`src/rtl/bal_pkg.sv`:
```
// Shared constants and types of the byte ALU datapath.
// Assumes one core clock and that the decoder presents one operation a time.
package bal_pkg;

  localparam int DATA_W = 8;
  localparam int WORD_W = 16;

  // Operation codes presented by the instruction decoder.
  typedef enum logic [4:0] {
    op_add_regs = 5'h00,
    op_add_carry = 5'h01,
    op_word_plus_immediate = 5'h02,
    op_diff_regs = 5'h03,
    op_difference_immediate = 5'h04,
    op_difference_with_borrow = 5'h05,
    op_difference_borrow_immediate = 5'h06,
    op_word_minus_immediate = 5'h07,
    op_and_regs = 5'h08,
    op_conjunction_immediate = 5'h09,
    op_or_regs = 5'h0a,
    op_disjunction_immediate = 5'h0b,
    op_bitwise_xor_regs = 5'h0c,
    op_invert_all_bits = 5'h0d,
    op_arithmetic_inverse = 5'h0e,
    op_set_selected_bits = 5'h0f,
    op_clear_selected_bits = 5'h10,
    op_increment = 5'h11,
    op_minus_one = 5'h12,
    op_self_check_flags = 5'h13,
    op_zero_register = 5'h14,
    op_all_ones_load = 5'h15,
    op_product_unsigned = 5'h16,
    op_product_signed = 5'h17,
    op_product_mixed_sign = 5'h18,
    op_product_fractional = 5'h19
  } bal_op_t;

  // Two-cycle operations spend one extra state; the codes differ in one bit.
  typedef enum logic {
    st_idle = 1'b0,
    st_second = 1'b1
  } bal_state_t;

  // Where the result must be written by the register file.
  typedef enum logic [1:0] {
    dst_none = 2'h0,
    dst_reg = 2'h1,
    dst_pair = 2'h2,
    dst_product_result_pair = 2'h3
  } bal_dest_t;

  typedef enum logic [1:0] {
    mk_unsigned = 2'h0,
    mk_signed = 2'h1,
    mk_mixed = 2'h2,
    mk_fraction = 2'h3
  } bal_mkind_t;

  // Flag positions in the status vector.
  localparam int FLG_C = 0;
  localparam int FLG_Z = 1;
  localparam int FLG_N = 2;
  localparam int FLG_V = 3;
  localparam int FLG_S = 4;
  localparam int FLG_H = 5;
  localparam int FLG_W = 6;

  localparam logic [5:0] FLAGS_RST = 6'h00;
  localparam logic [5:0] MASK_NONE = 6'h00;
  localparam logic [5:0] MASK_ARITH = 6'h2f;
  localparam logic [5:0] MASK_WORD = 6'h1f;
  localparam logic [5:0] MASK_LOGIC = 6'h0e;
  localparam logic [5:0] MASK_COMPL = 6'h0f;
  localparam logic [5:0] MASK_MUL = 6'h03;

  localparam logic [7:0] ALL_ONES = 8'hff;
  localparam logic [7:0] ZERO8 = 8'h00;
  localparam logic [7:0] ONE8 = 8'h01;

endpackage

```
`src/rtl/bal_mul_if.sv`:
```
// Carrier between the datapath and its multiplier.
// Assumes both ends sit in the same clock domain; the link is combinational.
`timescale 1ns/10ps
`default_nettype none
interface bal_mul_if;
  import bal_pkg::*;
  logic [7:0] a;
  logic [7:0] b;
  bal_mkind_t kind;
  logic [15:0] product;
  logic zero;
  logic carry;
  modport unit (input a, input b, input kind,
                output product, output zero, output carry);
  modport user (output a, output b, output kind,
                input product, input zero, input carry);
endinterface
`default_nettype wire

```
`src/rtl/bal_mult.sv`:
```
// Combinational 8x8 multiplier for the byte ALU datapath.
// Assumes the caller registers the product; no state is held here.
`timescale 1ns/10ps
`default_nettype none
module bal_mult
  import bal_pkg::*;
(
  // Operands in, product out.
  bal_mul_if.unit m
);

  wire logic a_sx;
  wire logic b_sx;
  wire logic [17:0] full;
  wire logic [15:0] raw;

  // Sign extension to nine bits lets one signed multiplier serve all kinds.
  assign a_sx = (m.kind == mk_signed || m.kind == mk_mixed) & m.a[7];
  assign b_sx = (m.kind == mk_signed) & m.b[7];
  assign full = 18'($signed({a_sx, m.a}) * $signed({b_sx, m.b}));
  assign raw = full[15:0];
  // The carry is the top bit before the fractional shift drops it.
  assign m.product = (m.kind == mk_fraction) ? {raw[14:0], 1'b0} : raw;
  assign m.carry = raw[15];
  assign m.zero = (m.product == 16'h0000);

endmodule
`default_nettype wire

```
`src/rtl/bal_core.sv`:
```
// Byte ALU datapath: arithmetic, logic, word and multiply operations.
// Assumes the decoder drives operands from the register file on ref_clk.
//
// Overview of operation
// - Add registers, optional carry, five flags, one clock.
// - Word plus immediate, five flags, two clocks.
// - Subtract register or constant, five flags, one clock.
// - Register subtract with borrow, five flags, one clock.
// - Constant subtract with borrow, five flags, one clock.
// - Word minus immediate, five flags, two clocks.
// - AND register or constant, Z N V, one clock.
// - OR register or constant, Z N V, one clock.
// - Set bits by OR mask, Z N V.
// - Clear bits by AND inverted mask, Z N V.
// - Test keeps value, sets Z N V.
// - Multiplies into product pair, Z C, two clocks.
`timescale 1ns/10ps
`default_nettype none
module bal_core
  import bal_pkg::*;
(
  // Clock and reset.
  input wire logic ref_clk,
  input wire logic arst_n,
  // Operation request from the decoder.
  input wire logic op_valid,
  input wire bal_op_t op_code,
  input wire logic [DATA_W-1:0] rd_val,
  input wire logic [DATA_W-1:0] rr_val,
  input wire logic [DATA_W-1:0] imm_val,
  input wire logic [WORD_W-1:0] pair_val,
  output logic op_ready,
  // Result towards the register file.
  output logic res_valid,
  output logic [WORD_W-1:0] res_data,
  output bal_dest_t res_dest,
  // Status flags.
  output logic [FLG_W-1:0] flags
);

  bal_state_t state_r, state_nxt;
  bal_op_t hold_op_r;
  logic [DATA_W-1:0] hold_rd_r, hold_rr_r, hold_imm_r;
  logic [WORD_W-1:0] hold_pair_r;
  logic res_valid_r;
  logic [WORD_W-1:0] res_data_r, res_data_nxt;
  bal_dest_t res_dest_r;
  logic [FLG_W-1:0] flags_r, flags_nxt;

  bal_mul_if mul_link ();

  bal_mult u_mult (
    .m(mul_link)
  );

  wire logic take;
  wire logic second;
  wire logic finish;
  wire bal_op_t op_cur;
  wire logic [DATA_W-1:0] rd_cur, rr_cur, imm_cur;
  wire logic [WORD_W-1:0] pair_cur;
  wire logic carry_in;

  assign op_ready = (state_r == st_idle);
  assign take = op_valid & op_ready;
  assign second = (state_r == st_second);
  // Second-cycle work reads held operands so the decoder may move on.
  assign op_cur = second ? hold_op_r : op_code;
  assign rd_cur = second ? hold_rd_r : rd_val;
  assign rr_cur = second ? hold_rr_r : rr_val;
  assign imm_cur = second ? hold_imm_r : imm_val;
  assign pair_cur = second ? hold_pair_r : pair_val;
  assign carry_in = flags_r[FLG_C];

  // Decode table.
  logic [DATA_W-1:0] a_in, b_in, logic_val;
  logic sub, cin, use_adder, long_op;
  logic [FLG_W-1:0] mask;
  bal_dest_t dest;
  bal_mkind_t mkind;

  always_comb begin
    a_in = rd_cur;
    b_in = rr_cur;
    sub = 1'b0;
    cin = 1'b0;
    use_adder = 1'b1;
    logic_val = rd_cur;
    mask = MASK_ARITH;
    dest = dst_reg;
    long_op = 1'b0;
    mkind = mk_unsigned;
    case (op_cur)
      op_add_regs: ;
      op_add_carry: cin = carry_in;
      op_word_plus_immediate: begin
        mask = MASK_WORD;
        dest = dst_pair;
        long_op = 1'b1;
      end
      op_diff_regs: sub = 1'b1;
      op_difference_immediate: begin
        sub = 1'b1;
        b_in = imm_cur;
      end
      op_difference_with_borrow: begin
        sub = 1'b1;
        cin = carry_in;
      end
      op_difference_borrow_immediate: begin
        sub = 1'b1;
        cin = carry_in;
        b_in = imm_cur;
      end
      op_word_minus_immediate: begin
        mask = MASK_WORD;
        dest = dst_pair;
        long_op = 1'b1;
      end
      op_and_regs, op_self_check_flags: begin
        use_adder = 1'b0;
        logic_val = rd_cur & ((op_cur == op_and_regs) ? rr_cur : rd_cur);
        mask = MASK_LOGIC;
      end
      op_conjunction_immediate: begin
        use_adder = 1'b0;
        logic_val = rd_cur & imm_cur;
        mask = MASK_LOGIC;
      end
      op_or_regs: begin
        use_adder = 1'b0;
        logic_val = rd_cur | rr_cur;
        mask = MASK_LOGIC;
      end
      op_disjunction_immediate, op_set_selected_bits: begin
        use_adder = 1'b0;
        logic_val = rd_cur | imm_cur;
        mask = MASK_LOGIC;
      end
      op_clear_selected_bits: begin
        use_adder = 1'b0;
        logic_val = rd_cur & (ALL_ONES - imm_cur);
        mask = MASK_LOGIC;
      end
      op_bitwise_xor_regs, op_zero_register: begin
        use_adder = 1'b0;
        logic_val = rd_cur ^ ((op_cur == op_zero_register) ? rd_cur : rr_cur);
        mask = MASK_LOGIC;
      end
      op_invert_all_bits: begin
        use_adder = 1'b0;
        logic_val = ALL_ONES - rd_cur;
        mask = MASK_COMPL;
      end
      op_arithmetic_inverse: begin
        a_in = ZERO8;
        b_in = rd_cur;
        sub = 1'b1;
      end
      op_increment, op_minus_one: begin
        b_in = ONE8;
        sub = (op_cur == op_minus_one);
        mask = MASK_LOGIC;
      end
      op_all_ones_load: begin
        use_adder = 1'b0;
        logic_val = ALL_ONES;
        mask = MASK_NONE;
      end
      op_product_unsigned, op_product_signed, op_product_mixed_sign,
      op_product_fractional: begin
        mask = MASK_MUL;
        dest = dst_product_result_pair;
        long_op = 1'b1;
        mkind = bal_mkind_t'(2'(op_cur - op_product_unsigned));
      end
      default: begin
        mask = MASK_NONE;
        dest = dst_none;
      end
    endcase
  end

  // Byte adder: a subtract adds the inverted operand and inverted borrow.
  wire logic [DATA_W-1:0] b_eff;
  wire logic c_eff;
  wire logic [DATA_W:0] sum9;
  wire logic [4:0] lo5;
  wire logic add_c, add_h, add_v;
  assign b_eff = sub ? ~b_in : b_in;
  assign c_eff = sub ? ~cin : cin;
  assign sum9 = {1'b0, a_in} + {1'b0, b_eff} + {8'h00, c_eff};
  assign lo5 = {1'b0, a_in[3:0]} + {1'b0, b_eff[3:0]} + {4'h0, c_eff};
  assign add_c = sum9[DATA_W] ^ sub;
  assign add_h = lo5[4] ^ sub;
  assign add_v = (a_in[7] == b_eff[7]) & (sum9[7] != a_in[7]);

  // Word adder for the pair operations; the constant is zero-extended.
  wire logic w_sub;
  wire logic [WORD_W-1:0] k_eff;
  wire logic [WORD_W:0] w_sum;
  wire logic w_c, w_v;
  assign w_sub = (op_cur == op_word_minus_immediate);
  assign k_eff = w_sub ? ~{ZERO8, imm_cur} : {ZERO8, imm_cur};
  assign w_sum = {1'b0, pair_cur} + {1'b0, k_eff} + {16'h0000, w_sub};
  assign w_c = w_sum[WORD_W] ^ w_sub;
  assign w_v = (pair_cur[15] == k_eff[15]) & (w_sum[15] != pair_cur[15]);

  assign mul_link.a = rd_cur;
  assign mul_link.b = rr_cur;
  assign mul_link.kind = mkind;

  wire logic is_mul, is_word;
  wire logic [DATA_W-1:0] res8;
  wire logic [FLG_W-1:0] nf;
  assign is_mul = (dest == dst_product_result_pair);
  assign is_word = (dest == dst_pair);
  assign res8 = use_adder ? sum9[DATA_W-1:0] : logic_val;
  assign nf[FLG_C] = is_mul ? mul_link.carry : is_word ? w_c :
                     use_adder ? add_c : 1'b1;
  assign nf[FLG_Z] = is_mul ? mul_link.zero :
                     is_word ? (w_sum[15:0] == 16'h0000) : (res8 == ZERO8);
  assign nf[FLG_N] = is_word ? w_sum[15] : res8[7];
  assign nf[FLG_V] = is_word ? w_v : (use_adder & add_v);
  assign nf[FLG_S] = nf[FLG_N] ^ nf[FLG_V];
  assign nf[FLG_H] = add_h;

  assign finish = (take & ~long_op) | second;
  assign state_nxt = (take & long_op) ? st_second : st_idle;
  // Flags outside the operation's mask are carried over untouched.
  assign flags_nxt = finish ? ((mask & nf) | (~mask & flags_r)) : flags_r;
  assign res_data_nxt = is_mul ? mul_link.product :
                        is_word ? w_sum[15:0] : {ZERO8, res8};

  always_ff @(posedge ref_clk or negedge arst_n) begin
    if (!arst_n) begin
      state_r <= st_idle;
      res_valid_r <= 1'b0;
      res_data_r <= 16'h0000;
      res_dest_r <= dst_none;
      flags_r <= FLAGS_RST;
    end else begin
      state_r <= state_nxt;
      res_valid_r <= finish;
      flags_r <= flags_nxt;
      if (finish) begin
        res_data_r <= res_data_nxt;
        res_dest_r <= dest;
      end
    end
  end

  always_ff @(posedge ref_clk or negedge arst_n) begin
    if (!arst_n) begin
      hold_op_r <= op_add_regs;
      hold_rd_r <= 8'h00;
      hold_rr_r <= 8'h00;
      hold_imm_r <= 8'h00;
      hold_pair_r <= 16'h0000;
    end else if (take) begin
      hold_op_r <= op_code;
      hold_rd_r <= rd_val;
      hold_rr_r <= rr_val;
      hold_imm_r <= imm_val;
      hold_pair_r <= pair_val;
    end
  end

  assign res_valid = res_valid_r;
  assign res_data = res_data_r;
  assign res_dest = res_dest_r;
  assign flags = flags_r;

  add_carry_a: assert property (@(posedge ref_clk) disable iff (!arst_n)
    take && op_code == op_add_carry |=> res_valid &&
    res_data[7:0] == 8'($past(rd_val) + $past(rr_val) + $past(flags[FLG_C])))
    else $error("add with carry result wrong");
  word_plus_a: assert property (@(posedge ref_clk) disable iff (!arst_n)
    take && op_code == op_word_plus_immediate |=> !res_valid && !op_ready
    ##1 res_valid && res_dest == dst_pair &&
    res_data == 16'($past(pair_val, 2) + {8'h00, $past(imm_val, 2)}))
    else $error("word add wrong or not two cycles");
  diff_imm_a: assert property (@(posedge ref_clk) disable iff (!arst_n)
    take && op_code == op_difference_immediate |=> res_valid &&
    res_data[7:0] == 8'($past(rd_val) - $past(imm_val)) &&
    flags[FLG_C] == ($past(rd_val) < $past(imm_val)))
    else $error("subtract immediate wrong");
  borrow_reg_a: assert property (@(posedge ref_clk) disable iff (!arst_n)
    take && op_code == op_difference_with_borrow |=>
    res_data[7:0] == 8'($past(rd_val) - $past(rr_val) - $past(flags[FLG_C])))
    else $error("subtract with borrow wrong");
  word_minus_a: assert property (@(posedge ref_clk) disable iff (!arst_n)
    take && op_code == op_word_minus_immediate |-> ##2 res_valid &&
    flags[FLG_S] == (flags[FLG_N] ^ flags[FLG_V]) &&
    flags[FLG_C] == ($past(pair_val, 2) < {8'h00, $past(imm_val, 2)}) &&
    res_data == 16'($past(pair_val, 2) - {8'h00, $past(imm_val, 2)}))
    else $error("word subtract wrong");
  logic_keep_a: assert property (@(posedge ref_clk) disable iff (!arst_n)
    take && op_code inside {op_and_regs, op_conjunction_immediate,
    op_or_regs, op_disjunction_immediate} |=> !flags[FLG_V] &&
    $stable(flags[FLG_C]) && $stable(flags[FLG_H]))
    else $error("logic operation touched C or H or left V set");
  clear_bits_a: assert property (@(posedge ref_clk) disable iff (!arst_n)
    take && op_code == op_clear_selected_bits |=>
    res_data[7:0] == ($past(rd_val) & ~$past(imm_val)) &&
    flags[FLG_Z] == (res_data[7:0] == 8'h00))
    else $error("bit clear wrong");
  product_a: assert property (@(posedge ref_clk) disable iff (!arst_n)
    take && op_code == op_product_unsigned |-> ##2 res_valid &&
    res_dest == dst_product_result_pair &&
    res_data == 16'($past(rd_val, 2) * $past(rr_val, 2)))
    else $error("unsigned product wrong or not two cycles");
  negate_a: assert property (@(posedge ref_clk) disable iff (!arst_n)
    take && op_code == op_arithmetic_inverse |=>
    res_data[7:0] == 8'(8'h00 - $past(rd_val)) &&
    flags[FLG_C] == ($past(rd_val) != 8'h00))
    else $error("negate wrong");
  ones_load_a: assert property (@(posedge ref_clk) disable iff (!arst_n)
    take && op_code == op_all_ones_load |=> res_data[7:0] == 8'hff &&
    flags == $past(flags))
    else $error("all ones load wrong or flags changed");

endmodule
`default_nettype wire

```
`config.mk`:
```
export PLATFORM = sky130hd
export DESIGN_NAME = bal_core
export DESIGN_NICKNAME = d
export VERILOG_FILES = /design/src/rtl/bal_pkg.sv /design/src/rtl/bal_mul_if.sv /design/src/rtl/bal_mult.sv /design/src/rtl/bal_core.sv
export SDC_FILE = /design/constraint.sdc
export NUM_CORES = 1
export LEC_CHECK = 0
export BUFFER_PORTS_ARGS = -buffer_cell sky130_fd_sc_hd__buf_4
export CAP_MARGIN = 10
export CELL_PAD_IN_SITES_DETAIL_PLACEMENT = 0
export CELL_PAD_IN_SITES_GLOBAL_PLACEMENT = 1
export CORE_UTILIZATION = 52
export DETAILED_ROUTE_END_ITERATION = 6
export PLACE_DENSITY_LB_ADDON = 0.1
export SYNTH_ARGS = -nofsm -noshare
export SYNTH_HDL_FRONTEND = slang
export SYNTH_HIERARCHICAL = 1
export SYNTH_SLANG_ARGS = --single-unit
export TNS_END_PERCENT = 10
```
`constraint.sdc`:
```
create_clock -name ref_clk -period 14.74 [get_ports ref_clk]
set_input_delay 1.474 -clock ref_clk [delete_from_list [all_inputs] [get_ports ref_clk]]
set_output_delay 1.474 -clock ref_clk [all_outputs]
set_load 0.05 [all_outputs]
```
# --- Word level (Yosys, flattened, before mapping) ---
# Index checks and enable logic that the tools add are counted.
totals:
  ff_bits: 71
  latchBits: 0
  ram_bits: 0
  mem_bits_ro: 0
  in_bits: 48
  out_inout_bits: 26
  word_cells: 133
  mem_count: 0
op_classes:
  addsub: 9
  n_mul: 1
  div: 0
  n_lt_le_gt_ge: 0
  eq_ne: 34
  shifts: 0
  n_mux: 32
  bitwise_logic: 28
  reduce_logical: 19
op_table:
  columns: ["cell", "count"]
  rows:
  - ["$mux W16", 5]
  - ["$mux W8", 8]
  - ["$pmux W8 S8", 1]
  - ["$eq A5 B5 Y1 const B", 10]
  - ["$eq A5 B4 Y1 const B", 8]
  - ["$logic_not A16 Y1", 2]
  - ["$pmux W6 S5", 1]
  - ["$and A8 B8 Y8", 3]
  - ["$pmux W8 S3", 1]
  - ["$reduce_or A11 Y1", 2]
  - ["$eq A5 B3 Y1 const B", 4]
  - ["$reduce_or A20 Y1", 1]
  - ["$add A16 B16 Y17", 1]
  - ["$add A17 B1 Y17", 1]
  - ["$mul A9 B9 Y16", 1]
  - ["$not A8 Y16", 1]
  - ["$or A8 B8 Y8", 2]
  - ["$sub A8 B8 Y8 const A", 2]
  - ["$and A6 B6 Y6", 2]
  - ["$mux W1", 12]
  - ["$reduce_or A2 Y1", 6]
  - ["$eq A5 B2 Y1 const B", 2]
  - ["$add A8 B8 Y9", 1]
  - ["$add A9 B1 Y9", 1]
  - ["28 further kinds", 45]

# --- Longest topological paths before layout ---
# Gate-level depths: netlist of the first run.
depth:
  ltp_word: 15
  depth_mapped: 32
  ltp_nobuf: 27

# --- Hierarchy ---
# Netlist of the first run, hierarchy kept.
modules_own_cells:
  columns: ["module", "n_inst", "cells_per_inst", "area_each_um2", "seq_area_each_um2"]
  rows:
  - ["bal_core", 1, 692, 6391.1, 1776.7]
  - ["bal_mult", 1, 389, 3251.9, 0.0]

# --- Worst setup path after synthesis of the first run ---
# OpenSTA, ideal clock, no wires.
synth_path:
  kind: "input-to-reg"
  from: "in op_code[3]"
  to: "reg (tool-made name)"
  setup_time_ps: 66
  t_arrival_ps: 8297
  setup_slack_ps: 6376
  path_stages: 29
  path_cell_list: "buf_2 mux2i_1 nor4_2 a31oi_1 clkbuf_1 nor2_1 ha_1 nor2b_1 buf_4 nand2_1 fa_1 inv_1 fa_1 fa_1 fa_1 inv_1 fa_1 inv_1 ha_1 nand3_1 o22a_2 a211o_1 xnor2_1 a211o_1 a211oi_2 o32ai_1 nor4_1 a41oi_1 nand2_1"
synth_lines:
  columns: ["item", "line_no", "rtl"]
  rows:
  - ["from (decl)", "bal_core.sv:27", "input wire bal_op_t op_code,"]

==> results.md, run 1 <==
* Status: finished with violations
* Failing checks: design-rule violations
* Syn nets at 1,252
* Crit Path Class: reg2reg
* Yosys reg bits at 71
* Die W at 138 µm
* Worst EP arrival at 9270 ps
* Switch Pwr at 0.990 mW
* CP dominant cell by count: fa_1
* Core area at 18,100 µm²
* DRC viols at 3
* Top Ports at 74
* Pins Over Slew Limit at 0
* Hold_buf cts at 0
* Port Buffers at 73
* Share of layout cells above drive strength 1 at 0.199
* Combinational power share at 0.732
* Net Sw Frac at 0.510
* Fmax at 0.111 GHz
* Clk pin slew, worst setup/hold paths at 60 ps
* HPWL Detailed at 19,700 µm
* RSZ-0062 raised after global routing: no
* First-pass GRT wire length at 42,800 µm
* Antenna violations before repair at 0
* Compound-Gate Fraction of Synth Area at 0.177
* Peak VDD IR at 113 µV
* Final Hold Fails at 0
* Largest net degree at the start of global routing at 72
* Gpl congestion at 0.898
* 1st-pass router iterations at 7
* Most common cell after layout, fill and taps aside: inv_1
* Avg Cell Area, Syn at 8.92 µm²
* Max-slew headroom at the worst pin at 0.248
* Post-Syn Area at 9640 µm²
* Leakage power at 4.70 nW
* Main combinational cell family by area after synthesis: adder cells
* XOR/XNOR Fraction of Synth Area at 0.0518
* Wire per inst at 19.4 µm
* Reg power frac at 0.143
* Number of clock sinks at 71
* Initial Util at 0.533
* Startpoint types: flip-flop
* Slowest library cell on the worst path: buf_4
* Asr flop ratio synth at 1.00
* H-tree levels at 3
* # nets final at 1,291
* CTS tree: done
* Ys flop type: dfrtp_1
* Post-synthesis simple-gate area fraction at 0.177
* Delay of the slowest critical-path stage at 650 ps
* Total power at 1.94 mW
* Reg2reg path depth at 28
* Worst setup margin at 5710 ps
* # Max-Cap Violations at 0
* Setup bufs post-CTS at 0
* Power Dens Cells at 183 nW/µm²
* Vias in the first global route at 8,096
* Synthesis-to-finish area growth at 9.95%
* Synth warn at 6
* Area share of fa/ha/maj cells after synthesis at 0.211
* Post-DRT Antenna Nets at 0
* Overflow after GRT at 0
* Worst Max-Slew Pin Slew at 1120 ps
* Syn Inst Count at 1,081
* Skew final at 8.69 ps
* Row Count at 49
* Clock Path Buffers at 2
* Post-route clock period utilization at 0.613
* Die Area at 19,100 µm²
* Tot GR Track Use at 0.286
* Max FO, Critical Path at 61
* Most frequent cells in the layout: inv_1 (106), mux2_2 (89), nand2_1 (87)
* CTS Root Buffer Type: clkbuf_16
* Critical Path RT at 14,980 ps
* Mux cell area share after synthesis at 0.130
* Worst setup EP type: flip-flop
* Total Wirelength at 26,300 µm
* Post-CTS resize count at 0
* Hold Crit Class: reg2reg
* Vias per cell at 6.05
* Iter 0 DRT Violations at 490
* Chip Height at 138 µm
* Yosys cell types at 93
* Int Power at 0.952 mW
* Pre-CTS setup slack at 5570 ps
* ANT cells at 0
* Worst setup path startpoint: second$_DFF_PN0_
* Worst reg-to-reg setup slack at 5710 ps
* CTS buffer count at 9
* Worst-Skew Late Latency at 350 ps
* Post-layout min period at 9030 ps
* FF-to-FF Start: second$_DFF_PN0_
* Register area share after synthesis at 0.184
* Number of synthesized flops with an enable pin at 0
* Clock power share at 0.124
* Final setup viols at 0
* Routed via count at 8,187
* Setup TNS Final at 0 ps
power by group through the flow:
stage               Sequential, mW  Combinational (mW)  Clock, mW
global route                 0.285                1.57      0.254
floorplan                    0.372               0.978          0
CTS                          0.278                1.42      0.247
detailed placement           0.282                1.41          0
finish                       0.278                1.42      0.242
global placement             0.281                1.41          0
area by class of cell:
type                    instances  area [µm²]
clock buffers                   9         225
clock inverters                 7        97.6
fillers                      1670        7480
repair buffers                 80         601
flip-flops and latches         71        1780
inverters                     108         405
multi-input cells             850        7210
well taps                     229         287
flip-flops by register name (all words and copies together), names as in the netlist, named ones only:
name / cells
hold_pair_r: 16
res_dest: 2
hold_rd_r: 8
hold_op_r: 5
res_valid: 1
second: 1
hold_rr_r: 8
hold_imm_r: 8
res_data: 16
critical path: cells and delay by family (launching register included):
family | cells | cell delay (ps)
multiplexers | 1 | 520
XOR/XNOR | 1 | 360
flip-flops | 1 | 590
AO/OA/AOI/OAI | 8 | 1660
AND/OR/NAND/NOR | 6 | 1570
adder cells (fa/ha/maj) | 7 | 3140
buffers and inverters | 5 | 1010
cell usage after synthesis, drive strengths merged (6+ instances only):
cell type / number / share of area
a211oi: 18 / 0.017
xor2: 13 / 0.012
o22ai: 8 / 0.0052
nand3: 11 / 0.0062
nand2b: 6 / 0.0039
mux2i: 19 / 0.024
dfrtp: 71 / 0.18
fa: 66 / 0.14
xnor2: 44 / 0.040
inv: 107 / 0.042
o21a: 6 / 0.0047
nand2: 89 / 0.035
nor4: 8 / 0.0074
nor3: 23 / 0.014
a21oi: 44 / 0.026
mux2: 91 / 0.11
a222oi: 8 / 0.0083
o211ai: 11 / 0.0086
o21ai: 47 / 0.024
buf: 26 / 0.017
a21o: 7 / 0.0054
clkbuf: 26 / 0.010
nor3b: 8 / 0.0062
a22oi: 8 / 0.0062
ha: 57 / 0.074
or2: 6 / 0.0042
nor2: 85 / 0.033
nor2b: 9 / 0.0058
a221oi: 6 / 0.0054
a211o: 10 / 0.0091
or3b: 6 / 0.0054
and2: 36 / 0.023
a31oi: 19 / 0.014
routing by layer:
metal / share of wire / global-route usage
met1: 0.45 / 0.381
met2: 0.46 / 0.469
met3: 0.058 / 0.0423
met4: 0.032 / 0.116
met5: 0 / 0
worst min path at each step:
stage | from | to | slack [ps] | cells past startpoint
detailed placement | res_data[4]$_DFFE_PN0P_ | res_data[4]$_DFFE_PN0P_ | 480 | 2
CTS | res_data[4]$_DFFE_PN0P_ | res_data[4]$_DFFE_PN0P_ | 500 | 2
global placement | res_data[9]$_DFFE_PN0P_ | res_data[9]$_DFFE_PN0P_ | 480 | 2
floorplan | hold_imm_r[1]$_DFFE_PN0P_ | hold_imm_r[1]$_DFFE_PN0P_ | 470 | 1
global route | hold_pair_r[11]$_DFFE_PN0P_ | hold_pair_r[11]$_DFFE_PN0P_ | 510 | 1
finish | res_data[4]$_DFFE_PN0P_ | res_data[4]$_DFFE_PN0P_ | 500 | 2
per-stage QoR:
step                      std cells  instance area (µm²)  hold WS, ps   util
after floorplan                1081                 9640          474      -
after global placement         1338                10300          476  0.568
after detailed placement       1338                10300          481  0.568
after CTS                      1354                10600          495  0.586
after global routing           1354                10600          510  0.586
final                          1354                10600          497  0.586
cells by family (layout without fill, tap and decap cells):
logic type,Yosys count,after routing
AO/OA/AOI/OAI,236,236
XOR/XNOR,57,57
adder cells (fa/ha/maj),123,123
buffers and inverters,160,204
flip-flops,71,71
multiplexers,110,110
AND/OR/NAND/NOR,324,324
Note: power is estimated with default switching activity, not from simulation.
==> inputs of run 2 (changes only) <==
- CORE_UTILIZATION: 52 -> 44
- clock period: 14.74 -> 8.2 ns (I/O delays scaled with it)
==> results.md, run 2 (same netlist as run 1, synthesis figures left out) <==
* Core area at 21,300 µm² (+18%)
* Most frequent cells in the layout: inv_1 (106), mux2_2 (89), buf_4 (89)
* # fillers at 2,030 (+22%)
* Max-slew headroom at the worst pin at 0.343 (+0.0954)
* Power Dens Cells at 329 nW/µm² (+79%)
* RSZ-0062 raised after global routing: no
* Row Count at 53 (+8.2%)
* Setup TNS Final at 0 ps (unchanged)
* Reg2reg path depth at 26 (-7.1%)
* Total power at 3.53 mW (+81%)
* First-pass GRT wire length at 44,900 µm (+4.8%)
* Antenna violations before repair at 0 (unchanged)
* Pre-CTS setup slack at 391 ps (-5180 ps)
* Worst hold slack at 486 ps (-11.3 ps)
* Pins Over Slew Limit at 0 (unchanged)
* Number of clock sinks at 71 (unchanged)
* # Max-Cap Violations at 0 (unchanged)
* Share of layout cells above drive strength 1 at 0.205 (+0.00636)
* Final Hold Fails at 0 (unchanged)
* Initial Util at 0.453 (-0.0802)
* Worst setup margin at 541 ps (-5170 ps)
* FF-to-FF Start: second$_DFF_PN0_
* Clock Path Buffers at 2 (unchanged)
* Largest net degree at the start of global routing at 72 (unchanged)
* Die Area at 22,500 µm² (+18%)
* Clock power share at 0.124 (about the same)
* ANT cells at 0 (unchanged)
* DRC viols at 0 (-3)
* CTS tree: done
* Worst Max-Slew Pin Slew at 985 ps (-139 ps)
* Iter 0 DRT Violations at 488 (-0.41%)
* Post-CTS resize count at 0 (unchanged)
* Leakage power at 4.74 nW (+0.95%)
* Status: finished, final reports clean
* Tot GR Track Use at 0.260 (-0.0261)
* Total Wirelength at 27,500 µm (+4.7%)
* Port Buffers at 73 (unchanged)
* Worst setup path startpoint: second$_DFF_PN0_
* H-tree levels at 3 (unchanged)
* Peak VDD IR at 179 µV (+58%)
* Crit Path Class: reg2reg
* Final setup viols at 0 (unchanged)
* HP Start: res_data[5]$_DFFE_PN0P_
* Worst setup EP type: flip-flop
* Overflow after GRT at 0 (unchanged)
* Synthesis-to-finish area growth at 11.2%
* 1st-pass router iterations at 5 (-2)
* Post-route clock period utilization at 0.934 (+0.321)
* Fmax at 0.131 GHz (+18%)
* Setup bufs post-CTS at 0 (unchanged)
* Int Power at 1.72 mW (+81%)
* Post-layout min period at 7660 ps (-1370 ps)
* Net Sw Frac at 0.512 (+0.00223)
* Reg power frac at 0.142 (about the same)
* Combinational power share at 0.735 (+0.003)
* Startpoint types: flip-flop
* Worst-Skew Late Latency at 350 ps (about the same)
* Wire per inst at 19.5 µm (+0.63%)
* Top Ports at 74 (unchanged)
* Clk pin slew, worst setup/hold paths at 70 ps (about the same)
* Chip Height at 150 µm (+8.6%)
* # nets final at 1,300 (+0.70%)
* HPWL Detailed at 20,900 µm (+6.1%)
* Hold path depth at 1 (-1)
* Hold_buf cts at 0 (unchanged)
* Critical Path RT at 8500 ps (-6480 ps)
* Post-DRT Antenna Nets at 0 (unchanged)
* Final instance area at 10,700 µm² (+1.2%)
* Gpl congestion at 0.879 (-2.2%)
* Hold Crit Class: reg2reg
* CTS Root Buffer Type: clkbuf_16
* Worst EP arrival at 7950 ps (-1320 ps)
* Routed via count at 8,172 (-0.18%)
* Most common cell after layout, fill and taps aside: inv_1
* CTS buffer count at 9 (unchanged)
* Skew final at 11.7 ps (+2.97 ps)
* Vias per cell at 5.80 (-4.1%)
* Die W at 150 µm (+8.6%)
* Post-DP Area at 10,400 µm² (+1.2%)
* Worst reg-to-reg setup slack at 540 ps (-5170 ps)
* Vias in the first global route at 8,211 (+1.4%)
* Max FO, Critical Path at 28 (-54%)
* Switch Pwr at 1.81 mW (+82%)
run 2: power groups by stage:
stage                     combinational (mW)  clock, mW  sequential [mW]
after detailed placement                2.59          0            0.506
final                                   2.59      0.436            0.500
after global placement                  2.59          0            0.506
after global routing                    2.91      0.457            0.511
after CTS                               2.60      0.448            0.501
after floorplan                         1.76          0            0.668
run 2: worst min path at each step:
stage / to / slack (ps)
after floorplan: hold_imm_r[1]$_DFFE_PN0P_ / 470
after global placement: res_data[5]$_DFFE_PN0P_ / 480
after detailed placement: res_data[5]$_DFFE_PN0P_ / 470
after CTS: res_data[5]$_DFFE_PN0P_ / 490
after global routing: hold_pair_r[9]$_DFFE_PN0P_ / 510
final: res_data[5]$_DFFE_PN0P_ / 490
run 2: layer usage:
metal / vias up / routed length [µm] / global-route usage / share of wire
li1: 3916 / - / - / -
met3: 41 / 1160 / 0.0253 / 0.042
met5: - / 0 / 0 / 0
met1: 3998 / 13000 / 0.359 / 0.47
met4: 0 / 711 / 0.0934 / 0.026
met2: 217 / 12700 / 0.421 / 0.46
run 2: layout make-up:
class | instances | area (µm²) | area share
Tap cell | 275 | 344 | 0.0321
Timing Repair Buffer | 89 | 668 | 0.0623
Clock inverter | 7 | 97.6 | 0.00910
Clock buffer | 9 | 225 | 0.0210
Sequential cell | 71 | 1780 | 0.166
Inverter | 108 | 405 | 0.0378
Multi-Input combinational cell | 850 | 7210 | 0.672
run 2: critical path: stages, from the launching register on:
cell	delay, ps
dfrtp_4	660
mux2_2	400
nor4_2	340
a31oi_1	100
nor2_1	280
ha_1	290
nor2b_1	150
nand2_1	140
fa_1	510
inv_1	50
fa_1	480
fa_1	510
fa_1	490
inv_1	50
fa_1	490
inv_1	40
ha_1	390
nand3_1	160
o22a_2	270
a211o_1	300
xnor2_1	170
a211o_1	320
a211oi_2	230
o32ai_1	170
nor4_1	340
a41oi_1	160
nand2_1	100
run 2: metrics by stage:
step,std cells,util
4_1_cts,1409,0.504
5_1_grt,1409,0.504
6_report,1409,0.504
2_1_floorplan,1081,-
3_5_place_dp,1393,0.489
3_3_place_gp,1393,0.489
==> inputs of run 3 (changes only) <==
- CORE_MARGIN: default -> 2
- clock period: 8.2 -> 6.95 ns (I/O delays scaled with it)
==> results.md, run 3 (same netlist as run 1, synthesis figures left out) <==
* Status: finished, final reports clean
* Total power at 4.69 mW (+33%)
* Routed via count at 8,426 (+3.1%)
* Overflow after GRT at 0 (unchanged)
* Post-layout min period at 6910 ps (-748 ps)
* CTS tree: done
* ANT cells at 0 (unchanged)
* Final Hold Fails at 0 (unchanged)
* Share of layout cells above drive strength 1 at 0.258 (+0.0529)
* Row Count at 54 (+1.9%)
* Cells after DPL at 1,458 (+4.7%)
* Delay-heaviest family, CP: adder cells
* Largest net degree at the start of global routing at 72 (unchanged)
* Port Buffers at 73 (unchanged)
* Core area at 21,700 µm² (+1.9%)
* HPWL Detailed at 22,400 µm (+7.3%)
* Iter 0 DRT Violations at 503 (+3.1%)
* Fmax at 0.145 GHz (+11%)
* H-tree levels at 3 (unchanged)
* Worst EP arrival at 7160 ps (-790 ps)
* Gpl congestion at 0.915 (+4.1%)
* CTS Root Buffer Type: clkbuf_16
* # nets final at 1,362 (+4.8%)
* Clock Path Buffers at 2 (unchanged)
* First-pass GRT wire length at 46,700 µm (+4.0%)
* Slowest library cell on the worst path: fa_1
* Top Ports at 74 (unchanged)
* Worst setup path startpoint: second$_DFF_PN0_
* Max-slew headroom at the worst pin at 0.224 (-0.119)
* Post-DRT Antenna Nets at 0 (unchanged)
* Total Wirelength at 28,600 µm (+3.8%)
* CTS buffer count at 9 (unchanged)
* Power Dens Cells at 414 nW/µm² (+26%)
* Clk pin slew, worst setup/hold paths at 70 ps (about the same)
* 1st-pass router iterations at 6 (+1)
* Antenna violations before repair at 0 (unchanged)
* Worst-Skew Late Latency at 350 ps (about the same)
* # Max-Cap Violations at 0 (unchanged)
* Tot GR Track Use at 0.252 (-0.00835)
* DRC viols at 0 (unchanged)
* Worst path depth at 28 (+7.7%)
* Worst Max-Slew Pin Slew at 1160 ps (+175 ps)
* Startpoint types: flip-flop
* FF-to-FF Start: second$_DFF_PN0_
* Hold Crit Class: in2async
* Skew final at 7.65 ps (-4.01 ps)
* Leakage power at 5.08 nW (+7.1%)
* Worst reg-to-reg setup slack at 40 ps (-500 ps)
* Delay of the slowest critical-path stage at 510 ps (-150 ps)
* Crit Path Class: reg2reg
* Vias in the first global route at 8,555 (+4.2%)
* Initial Util at 0.445 (-0.00839)
* Wire per inst at 19.3 µm (-0.92%)
* Die W at 152 µm (+1.3%)
* Vias per cell at 5.71 (-1.6%)
* Post-Layout Cell Count at 1,476 (+4.8%)
* CP dominant cell by count: fa_1
* Post-route clock period utilization at 0.994 (+0.0603)
* Reg2reg path depth at 28 (+7.7%)
* Chip Height at 152 µm (+1.3%)
* Pins Over Slew Limit at 0 (unchanged)
* Synthesis-to-finish area growth at 17.5%
* Die Area at 23,100 µm² (+2.7%)
* Hold_buf cts at 0 (unchanged)
* RSZ-0062 raised after global routing: yes
* Critical Path RT at 7200 ps (-1300 ps)
* Peak VDD IR at 270 µV (+51%)
* Number of clock sinks at 71 (unchanged)
* Max FO, Critical Path at 4 (-86%)
* Buf/Inv on CP at 7 (+4)
* Most common cell after layout, fill and taps aside: buf_4
* Worst setup EP type: flip-flop
* Worst hold slack at 490 ps (+4.39 ps)
* Most frequent cells in the layout: buf_4 (150), inv_1 (105), mux2_2 (88)
* Final setup viols at 0 (unchanged)
## run 3: report_power, final
group | total (mW) | switching (mW) | internal, mW
sequential | 0.591 | 0.0770 | 0.514
combinational | 3.57 | 1.97 | 1.60
clock | 0.534 | 0.200 | 0.334
total | 4.69 | 2.25 | 2.45
## run 3: worst min-delay path by stage
stage / startpoint / end / slack [ps] / cells past startpoint
3_5_place_dp: res_data[5]$_DFFE_PN0P_ / res_data[5]$_DFFE_PN0P_ / 480 / 1
4_1_cts: res_data[5]$_DFFE_PN0P_ / res_data[5]$_DFFE_PN0P_ / 500 / 1
2_1_floorplan: arst_n / async pin / 400 / 0
5_1_grt: hold_pair_r[9]$_DFFE_PN0P_ / hold_pair_r[9]$_DFFE_PN0P_ / 510 / 1
3_3_place_gp: res_data[5]$_DFFE_PN0P_ / res_data[5]$_DFFE_PN0P_ / 470 / 1
6_report: arst_n / hold_rr_r[2]$_DFFE_PN0P_ / 490 / 1
## run 3: final cells by class
class	instances	area (µm²)
clock buffer	11	253
clock inverter	5	80.1
fill	2134	10400
inverter	108	405
multi-input combinational	850	7320
sequential	71	1780
tap	280	350
timing repair buffer	151	1150
## run 3: worst reg2reg max path, delay by kind of cell (launching register included)
family / cells / cell delay, ps
AO/OA/AOI/OAI: 5 / 760
adder cells (fa/ha/maj): 7 / 2960
buffers and inverters: 7 / 690
flip-flops: 1 / 450
multiplexers: 1 / 400
AND/OR/NAND/NOR: 8 / 1550
## run 3: timing repair
item	4_1_cts	5_1_grt
setup buffers	2	0
gates resized for setup	1	1
endpoints found under the setup margin	1	1
cloned	0	0
pin swaps	1	0
endpoints found under the hold margin	0	0
## run 3: per-stage QoR
stage | setup TNS [ps] | worst slack, ps | utilization | instance area [µm²]
after floorplan | -20.1 | -20.1 | - | 9750
after global placement | -109 | -109 | 0.506 | 11000
after detailed placement | -288 | -288 | 0.506 | 11000
after CTS | 0 | 35.2 | 0.522 | 11300
after global routing | -358 | -358 | 0.522 | 11300
final | 0 | 39.7 | 0.522 | 11300
## run 3: metal layers
| layer | up-vias | wire length, µm | track usage | share of wire |
|---|---|---|---|---|
| met5 | - | 0 | 0 | 0 |
| met2 | 203 | 13600 | 0.427 | 0.48 |
| met1 | 4156 | 13300 | 0.350 | 0.46 |
| li1 | 4040 | - | - | - |
| met3 | 27 | 1210 | 0.0163 | 0.042 |
| met4 | 0 | 493 | 0.0694 | 0.017 |
